**src/inc/psq_regs.svh**
```systemverilog
// register offsets, field positions, reset values and timing counts of the purge sequencer
// Operation
// - only a low-to-high edge on the selected input starts a purge
// - host purge command honoured only in ready mode; ignored when sent in scan mode
// - trigger edge starts a purge from ready mode or scan mode
// - a configuration setting selects which input acts as purge trigger
// - a purge first drives the pre/post pattern onto the outputs
// - pre/post hold is 0 to 5 seconds, default 1, zero skips the wait
// - after the pre phase the purge pattern drives the outputs
// - main phase ends on purge hold expiry or stop; hold 0 to 3600, default 10
// - purge hold of zero runs the main phase until a stop command
// - after the main phase the pre/post pattern is driven for the pre/post hold
// - a command-started purge returns to ready mode after the post phase
// - scanning is suspended for the whole purge sequence
// - a trigger-started purge restores the mode held when the edge arrived
// - reset sets pre/post pattern to zero and purge pattern to E0
// - four selectable trigger inputs and five general digital outputs driven by the patterns
`ifndef PSQ_REGS_SVH
`define PSQ_REGS_SVH

`define PSQ_ADDR_W         8
`define PSQ_DATA_W         32
`define PSQ_OFS_CMD        8'h00
`define PSQ_OFS_PRE_PAT    8'h04
`define PSQ_OFS_PG_PAT     8'h08
`define PSQ_OFS_PRE_HOLD   8'h0C
`define PSQ_OFS_PG_HOLD    8'h10
`define PSQ_OFS_IN_SEL     8'h14
`define PSQ_OFS_IDLE_PAT   8'h18
`define PSQ_OFS_STATUS     8'h1C

`define PSQ_CMD_PURGE      0
`define PSQ_CMD_STOP       1
`define PSQ_CMD_SCAN       2
`define PSQ_CMD_READY      3

`define PSQ_PAT_W          8
`define PSQ_GEN_W          5
`define PSQ_DIN_W          4
`define PSQ_SEL_W          2
`define PSQ_PRE_HOLD_W     3
`define PSQ_PG_HOLD_W      12
`define PSQ_PRESC_W        27

`define PSQ_RST_PRE_PAT    8'h00
`define PSQ_RST_PG_PAT     8'hE0
`define PSQ_RST_IDLE_PAT   8'h00
`define PSQ_RST_PRE_HOLD   3'h1
`define PSQ_RST_PG_HOLD    12'h00A
`define PSQ_RST_IN_SEL     2'h0
`define PSQ_MAX_PRE_HOLD   3'h5
`define PSQ_MAX_PG_HOLD    12'hE10

`define PSQ_CLK_PERIOD_NS  10
`define PSQ_TICK_NS        1000000000
`define PSQ_TICK_CYCLES    (`PSQ_TICK_NS / `PSQ_CLK_PERIOD_NS)

`endif

```
**src/inc/psq_pkg.sv**
```systemverilog
// types of the purge sequencer: states, bus request and the module state record
package psq_pkg;
	`include "psq_regs.svh"

	typedef enum logic [3:0] {
		PSQ_IDLE = 4'b0001,
		PSQ_PRE  = 4'b0010,
		PSQ_MAIN = 4'b0100,
		PSQ_POST = 4'b1000
	} psq_fsm_e;

	typedef struct packed {
		logic [`PSQ_ADDR_W-1:0] addr;
		logic [`PSQ_DATA_W-1:0] wdata;
		logic                   wr;
		logic                   rd;
	} psq_bus_s;

	typedef struct packed {
		psq_fsm_e                   fsm;
		logic                       scan_mode;
		logic                       from_trig;
		logic [`PSQ_PAT_W-1:0]      pre_pat;
		logic [`PSQ_PAT_W-1:0]      pg_pat;
		logic [`PSQ_PAT_W-1:0]      idle_pat;
		logic [`PSQ_PRE_HOLD_W-1:0] pre_hold;
		logic [`PSQ_PG_HOLD_W-1:0]  pg_hold;
		logic [`PSQ_SEL_W-1:0]      in_sel;
		logic [`PSQ_DIN_W-1:0]      sync1;
		logic [`PSQ_DIN_W-1:0]      sync2;
		logic                       trig_prev;
		logic [`PSQ_PRESC_W-1:0]    presc;
		logic [`PSQ_PG_HOLD_W-1:0]  secs;
		logic [`PSQ_PAT_W-1:0]      dout;
		logic                       scan_run;
		logic [`PSQ_DATA_W-1:0]     rdata;
	} psq_state_s;
endpackage : psq_pkg

```
**src/rtl/psq_top.sv**
```systemverilog
// purge sequencer: trigger edge detect, phase timer, output patterns and register port
`timescale 1ns/1ps
`include "psq_regs.svh"
module psq_top #(
	parameter int TICK_CYCLES = `PSQ_TICK_CYCLES
) (
	input  wire logic                   mclk_in,
	input  wire logic                   resetn_in,
	input  wire psq_pkg::psq_bus_s      bus_in,
	input  wire logic [`PSQ_DIN_W-1:0]  din_in,
	output logic [`PSQ_DATA_W-1:0]      rdata_out,
	output logic [`PSQ_GEN_W-1:0]       gen_out,
	output logic [2:0]                  valve_out,
	output logic                        scan_run_out
);
	import psq_pkg::*;

	localparam logic [`PSQ_PRESC_W-1:0] TICK_LAST = `PSQ_PRESC_W'(TICK_CYCLES - 1);

	localparam psq_state_s ST_RST = '{
		fsm:       PSQ_IDLE,
		scan_mode: 1'b0,
		from_trig: 1'b0,
		pre_pat:   `PSQ_RST_PRE_PAT,
		pg_pat:    `PSQ_RST_PG_PAT,
		idle_pat:  `PSQ_RST_IDLE_PAT,
		pre_hold:  `PSQ_RST_PRE_HOLD,
		pg_hold:   `PSQ_RST_PG_HOLD,
		in_sel:    `PSQ_RST_IN_SEL,
		// synchroniser starts high so a pin already high at reset gives no edge
		sync1:     '1,
		sync2:     '1,
		trig_prev: 1'b1,
		presc:     '0,
		secs:      '0,
		dout:      `PSQ_RST_IDLE_PAT,
		scan_run:  1'b0,
		rdata:     '0
	};

	psq_state_s st_reg;
	psq_state_s st_next;

	logic trig_lvl;
	logic trig_edge;
	logic cmd_wr;
	logic cmd_purge;
	logic cmd_stop;
	logic tick;
	logic restart;
	logic [`PSQ_DATA_W-1:0] rd_mux;

	always_comb begin
		st_next = st_reg;
		restart = 1'b0;

		// two-stage synchroniser on the external inputs
		st_next.sync1 = din_in;
		st_next.sync2 = st_reg.sync1;
		trig_lvl = st_reg.sync2[st_reg.in_sel];
		trig_edge = trig_lvl & ~st_reg.trig_prev;
		st_next.trig_prev = trig_lvl;

		cmd_wr = bus_in.wr && (bus_in.addr == `PSQ_OFS_CMD);
		cmd_purge = cmd_wr && bus_in.wdata[`PSQ_CMD_PURGE];
		cmd_stop = cmd_wr && bus_in.wdata[`PSQ_CMD_STOP];

		// configuration writes, hold values clamped to their ranges
		if (bus_in.wr) begin
			case (bus_in.addr)
				`PSQ_OFS_PRE_PAT:  st_next.pre_pat = bus_in.wdata[`PSQ_PAT_W-1:0];
				`PSQ_OFS_PG_PAT:   st_next.pg_pat = bus_in.wdata[`PSQ_PAT_W-1:0];
				`PSQ_OFS_IDLE_PAT: st_next.idle_pat = bus_in.wdata[`PSQ_PAT_W-1:0];
				`PSQ_OFS_IN_SEL:   st_next.in_sel = bus_in.wdata[`PSQ_SEL_W-1:0];
				`PSQ_OFS_PRE_HOLD: begin
					if (bus_in.wdata > `PSQ_DATA_W'(`PSQ_MAX_PRE_HOLD))
						st_next.pre_hold = `PSQ_MAX_PRE_HOLD;
					else
						st_next.pre_hold = bus_in.wdata[`PSQ_PRE_HOLD_W-1:0];
				end
				`PSQ_OFS_PG_HOLD: begin
					if (bus_in.wdata > `PSQ_DATA_W'(`PSQ_MAX_PG_HOLD))
						st_next.pg_hold = `PSQ_MAX_PG_HOLD;
					else
						st_next.pg_hold = bus_in.wdata[`PSQ_PG_HOLD_W-1:0];
				end
				default: ;
			endcase
		end

		// one-second tick and whole-second counter
		tick = (st_reg.presc == TICK_LAST);
		if (tick) begin
			st_next.presc = '0;
			st_next.secs = st_reg.secs + `PSQ_PG_HOLD_W'(1);
		end else begin
			st_next.presc = st_reg.presc + `PSQ_PRESC_W'(1);
		end

		case (st_reg.fsm)
			PSQ_IDLE: begin
				if (trig_edge) begin
					st_next.fsm = PSQ_PRE;
					st_next.from_trig = 1'b1;
					restart = 1'b1;
				end else if (cmd_purge && !st_reg.scan_mode) begin
					st_next.fsm = PSQ_PRE;
					st_next.from_trig = 1'b0;
					restart = 1'b1;
				end else if (cmd_wr) begin
					// mode changes only between sequences, so the held mode is restored
					if (bus_in.wdata[`PSQ_CMD_SCAN])
						st_next.scan_mode = 1'b1;
					else if (bus_in.wdata[`PSQ_CMD_READY])
						st_next.scan_mode = 1'b0;
				end
			end
			PSQ_PRE: begin
				if (st_reg.secs >= `PSQ_PG_HOLD_W'(st_reg.pre_hold)) begin
					st_next.fsm = PSQ_MAIN;
					restart = 1'b1;
				end
			end
			PSQ_MAIN: begin
				if (cmd_stop || (st_reg.pg_hold != '0 && st_reg.secs >= st_reg.pg_hold)) begin
					st_next.fsm = PSQ_POST;
					restart = 1'b1;
				end
			end
			PSQ_POST: begin
				if (st_reg.secs >= `PSQ_PG_HOLD_W'(st_reg.pre_hold))
					st_next.fsm = PSQ_IDLE;
			end
			default: st_next.fsm = PSQ_IDLE;
		endcase

		if (restart) begin
			st_next.presc = '0;
			st_next.secs = '0;
		end

		// output pattern follows the phase being entered
		case (st_next.fsm)
			PSQ_PRE:  st_next.dout = st_next.pre_pat;
			PSQ_MAIN: st_next.dout = st_next.pg_pat;
			PSQ_POST: st_next.dout = st_next.pre_pat;
			default:  st_next.dout = st_next.idle_pat;
		endcase
		st_next.scan_run = st_next.scan_mode && (st_next.fsm == PSQ_IDLE);

		case (bus_in.addr)
			`PSQ_OFS_PRE_PAT:  rd_mux = `PSQ_DATA_W'(st_reg.pre_pat);
			`PSQ_OFS_PG_PAT:   rd_mux = `PSQ_DATA_W'(st_reg.pg_pat);
			`PSQ_OFS_IDLE_PAT: rd_mux = `PSQ_DATA_W'(st_reg.idle_pat);
			`PSQ_OFS_PRE_HOLD: rd_mux = `PSQ_DATA_W'(st_reg.pre_hold);
			`PSQ_OFS_PG_HOLD:  rd_mux = `PSQ_DATA_W'(st_reg.pg_hold);
			`PSQ_OFS_IN_SEL:   rd_mux = `PSQ_DATA_W'(st_reg.in_sel);
			`PSQ_OFS_STATUS:   rd_mux = `PSQ_DATA_W'({st_reg.secs, st_reg.scan_run, st_reg.from_trig,
						st_reg.scan_mode, st_reg.fsm});
			default:           rd_mux = '0;
		endcase
		st_next.rdata = bus_in.rd ? rd_mux : '0;
	end

	always_ff @(posedge mclk_in) begin
		if (!resetn_in)
			st_reg <= ST_RST;
		else
			st_reg <= st_next;
	end

	assign rdata_out = st_reg.rdata;
	assign gen_out = st_reg.dout[`PSQ_GEN_W-1:0];
	assign valve_out = st_reg.dout[`PSQ_PAT_W-1:`PSQ_GEN_W];
	assign scan_run_out = st_reg.scan_run;
endmodule : psq_top

```
**config.mk**
```make
export PLATFORM = sky130hd
export DESIGN_NAME = psq_top
export DESIGN_NICKNAME = d
export VERILOG_FILES = /design/src/inc/psq_pkg.sv /design/src/rtl/psq_top.sv
export VERILOG_INCLUDE_DIRS = /design/src /design/src/inc
export SDC_FILE = /design/constraint.sdc
export NUM_CORES = 1
export LEC_CHECK = 0
export BUFFER_PORTS_ARGS = -buffer_cell sky130_fd_sc_hd__buf_2
export CAP_MARGIN = 15
export CORE_AREA = 5 5 111 113
export CTS_CLUSTER_DIAMETER = 60
export DETAILED_ROUTE_END_ITERATION = 6
export DIE_AREA = 0 0 116 118
export MAX_ROUTING_LAYER = met4
export PLACE_DENSITY = 0.84
export SYNTH_ARGS = -nofsm -noshare
export SYNTH_HDL_FRONTEND = slang
export SYNTH_SLANG_ARGS = --single-unit
export TNS_END_PERCENT = 30
```
**constraint.sdc**
```tcl
create_clock -name mclk_in -period 2.9 [get_ports mclk_in]
set_input_delay 0.145 -clock mclk_in [delete_from_list [all_inputs] [get_ports mclk_in]]
set_output_delay 0.145 -clock mclk_in [all_outputs]
set_load 0.01 [all_outputs]
```
==> out/results.txt <==
The flow ran to the end, and the final reports show no timing, DRC or antenna violations. Wire length of the first global-routing pass: 24800 um. Counting along the longest clock path gives a buffer depth of 2. For this design the ratio of total power to cell area is 565 mW/mm^2. The logs give 23.5% for the combined global-route utilization of all metal layers and 0 for the number of warning messages in the yosys log.

The startpoint type of the worst setup path is a flip-flop. The tools report the number of buffers created by CTS as 17. The number of port buffers is 75, and the final setup violation count is 0. The logs give 3.07 ns for the critical path data arrival time and 0.00627 mm^2 for the placement-stage cell area.

The number of instances in the synthesized netlist is 660, and the initial core utilization is 53.7%. The run gives 0.00690 mm^2 as the final instance area. The run gives 0 as the hold violation count in the final report. The design draws 3.90 mW.

For this run, the register share of the synthesized area comes to 40.9%. Synthesis-to-layout area growth: 14.5%. The run gives 0.134 ns as the worst-case setup margin in the final layout. For the H-tree depth reported by CTS, the log shows 4. The diode insertion count for antenna repair was 0. Summing over every cut layer, the via total after detailed routing is 5186.

Predominant post-synthesis flop cell: sky130_fd_sc_hd__dfxtp_1. Before CTS, the worst setup slack after placement is 0.221 ns. The total global routing overflow is 0, and the die outline height is 118 um. After routing, the total negative slack on setup checks comes to 0 ns. Mean cell area of the mapped netlist: 9.13 um^2. Clock tree synthesis found a total of 123 sinks.

At the end of routability-driven placement, the weighted congestion stood at 0.962. The routed wirelength normalized by instance count is 17.9 um, and the final-stage net count is 780. Share of layout cells above drive strength 1: 19.5%. At the pin with the least slew margin, the transition time is 0.802 ns. The worst hold path was traced through 3 stages. Clock-pin slew was measured on the worst setup and hold paths at 0.06 ns. The max-slew violation count was 0; the number of antenna violations at the first check in global routing was 0. Data on the critical path is required at its endpoint by 3.21 ns. In this run, the number of DRC markers left after iteration 0 of detailed routing was 679. Setup repair after global routing left no endpoint under its margin. In this run the static leakage power is 2.87 nW. For the maximum number of pins on one net before global-route repair, the log shows 30. The count of nets left with antenna violations after detail routing is 0, and the final critical-path required period is 2.77 ns. Measured in cells, the most critical reg-to-reg path has a length of 8.

Along the worst path, the maximum fanout reaches 8. The vias per cell is 5.95, and the flip-flop count of the largest register, all copies and words added is 91. For the number of placed cells counting well taps, the log shows 835. The worst setup path is captured at a flip-flop. Cells fill 61.5% of the core in the end. Derived from the worst setup path, the maximum achievable clock frequency is 361 MHz. For the number of design rule violations left after detail routing, the log shows 0.

TritonCTS built the clock tree. The initialized floorplan defines 39 standard-cell rows. For this run, asynchronously set or reset flops after synthesis account for 0%. Across the run, the number of max-cap violations was 0. The flip-flop and latch count after synthesis came out at 123. The worst setup path is of the reg2reg kind. In this run the tightest slew margin relative to its limit is 46.3%. The floorplan step defined a core boundary enclosing 0.0112 mm^2.

In this run the worst hold path is classified as in2reg. The logs give 0.0111 ns for the worst hold margin and 0.00606 ns for the worst-case clock skew. For this run, the number of standard cells in the final layout without fillers is 871.

After legalization and detailed placement, the total HPWL measured 10900 um. Synthesis instantiated 72 different standard cells from the library. Post-route clock period utilization: 95.4%. The run gives 5133 as the number of global-route vias before repair. In this run the horizontal extent of the chip is 116 um.

The number of enable flip-flop cells after synthesis was 0. The root buffer cell chosen for the clock tree is sky130_fd_sc_hd__clkbuf_16. The cell area that synthesis handed to floorplanning was 0.00603 mm^2. Before antenna repair, the detailed router went through 6 iterations. The die covers 0.0137 mm^2.

89 I/O pins were placed. At the later pin of the worst-skew pair, clock insertion delay measures 0.42 ns. Once the clock tree was built, the resizer swapped 0 gates to a different size.

The logs give 0.388 mV for the worst voltage drop across the vdd grid and 15600 um for the post-detailed-routing wire length.
==> cell usage in the layout (no fill, tap or decap), drive strengths merged, types with 3 or more instances in the layout <==
cell type | synthesis | final
clkinv | 0 | 7
xnor2 | 20 | 20
and3 | 15 | 15
or4 | 6 | 6
a221o | 5 | 5
nor2 | 69 | 69
inv | 24 | 24
o221a | 3 | 3
nor4 | 15 | 15
a222oi | 4 | 4
a22oi | 21 | 21
nor3b | 8 | 8
clkbuf | 17 | 20
conb | 1 | 13
nand2b | 17 | 17
nor2b | 31 | 31
nand3 | 27 | 27
nand2 | 38 | 38
buf | 47 | 84
o21ai | 9 | 9
and2 | 14 | 14
mux2i | 24 | 24
and4 | 3 | 3
nor4b | 4 | 4
ha | 17 | 17
a21oi | 20 | 20
xor2 | 17 | 17
dfxtp | 123 | 123
clkinvlp | 0 | 4
a211o | 3 | 3
dlygate4sd3 | 0 | 4
a21boi | 3 | 3
nand4 | 11 | 11
nand3b | 3 | 3
nor3 | 10 | 10
or4b | 4 | 4
==> routing by layer <==
layer,track usage [%],vias up,wire length [um]
li1,-,2393,-
met1,28.0,2432,5990
met2,36.0,300,7360
met3,8.12,61,1660
met4,9.93,0,565
met5,-,-,0
==> Yosys cell counts, drive strengths merged, types with 2 or more instances <==
master | number | area (um^2)
nor4b | 4 | 35.0
or4b | 4 | 43.8
and4 | 3 | 26.3
a221o | 5 | 50.1
and3 | 15 | 95.1
nand3b | 3 | 22.5
nor4 | 15 | 130
o22ai | 2 | 12.5
mux2i | 24 | 240
nor3 | 10 | 55.1
o221a | 3 | 33.8
dfxtp | 123 | 2460
a21oi | 20 | 100
a222oi | 4 | 40.0
nand3 | 27 | 148
a22oi | 21 | 163
nand2b | 17 | 106
a221oi | 2 | 17.5
nand2 | 38 | 148
inv | 24 | 90.1
nor3b | 8 | 60.1
nand4 | 11 | 68.8
and2 | 14 | 87.6
xor2 | 17 | 149
a21boi | 3 | 22.5
or2 | 2 | 12.5
o211ai | 2 | 15.0
a311oi | 2 | 17.5
or4 | 6 | 60.1
buf | 47 | 355
xnor2 | 20 | 175
clkbuf | 17 | 63.8
or3 | 2 | 17.5
a211o | 3 | 26.3
ha | 17 | 213
o21ai | 9 | 48.8
a31oi | 2 | 12.5
nor2 | 69 | 269
nor2b | 31 | 194
==> worst max-delay path, cell delays in order (launching register included) <==
cell	delay (ns)
sky130_fd_sc_hd__dfxtp_1	0.33
sky130_fd_sc_hd__inv_1	0.07
sky130_fd_sc_hd__ha_1	0.29
sky130_fd_sc_hd__nand2b_1	0.14
sky130_fd_sc_hd__a2111o_1	0.40
sky130_fd_sc_hd__a311oi_1	0.50
sky130_fd_sc_hd__a311o_1	0.36
sky130_fd_sc_hd__nand3_4	0.18
sky130_fd_sc_hd__a221o_1	0.38
==> path summary, 6_finish.rpt <==
| kind | end | slack [ns] | start |
|---|---|---|---|
| worst max-delay path | gen_out[4] | 0.13 | st_reg[41] |
| worst min-delay path | st_reg[99] | 0.01 | bus_in[10] |
| worst max register to register | gen_out[4] | 0.13 | st_reg[41] |
| worst min register to register | st_reg[84] | 0.41 | st_next[84] |
==> report_power, final <==
| part | switching, mW | total, mW | internal, mW |
|---|---|---|---|
| combinational | 0.0906 | 0.148 | 0.0576 |
| sequential | 0.00600 | 1.71 | 1.70 |
| clock | 0.795 | 2.04 | 1.25 |
| total | 0.891 | 3.90 | 3.01 |
==> area by class of cell <==
cell class                      instances  area (um^2)
Fill cell                             912         4330
Multi-Input combinational cell        461         3100
Sequential cell                       123         2460
Timing Repair Buffer                   88          483
Clock buffer                           20          467
Tap cell                              143          179
Clock inverter                         12          118
Inverter                               24         90.1
==> logic make-up after synthesis <==
logic type,after synthesis,share of synthesized area [%]
simple gates,282,26.7
flops,123,40.9
buf+inv,88,8.45
compound gates,87,10.7
xor+xnor,37,5.38
mux,25,4.36
fa+ha+maj,17,3.53
other cells,1,0.0622
==> repair_timing <==
item	4_1_cts	5_1_grt
endpoints found under the hold margin	4	0
buffers inserted	0	0
endpoints found under the setup margin	0	0
hold buffers	4	0
(Power assumes the default switching activity.)
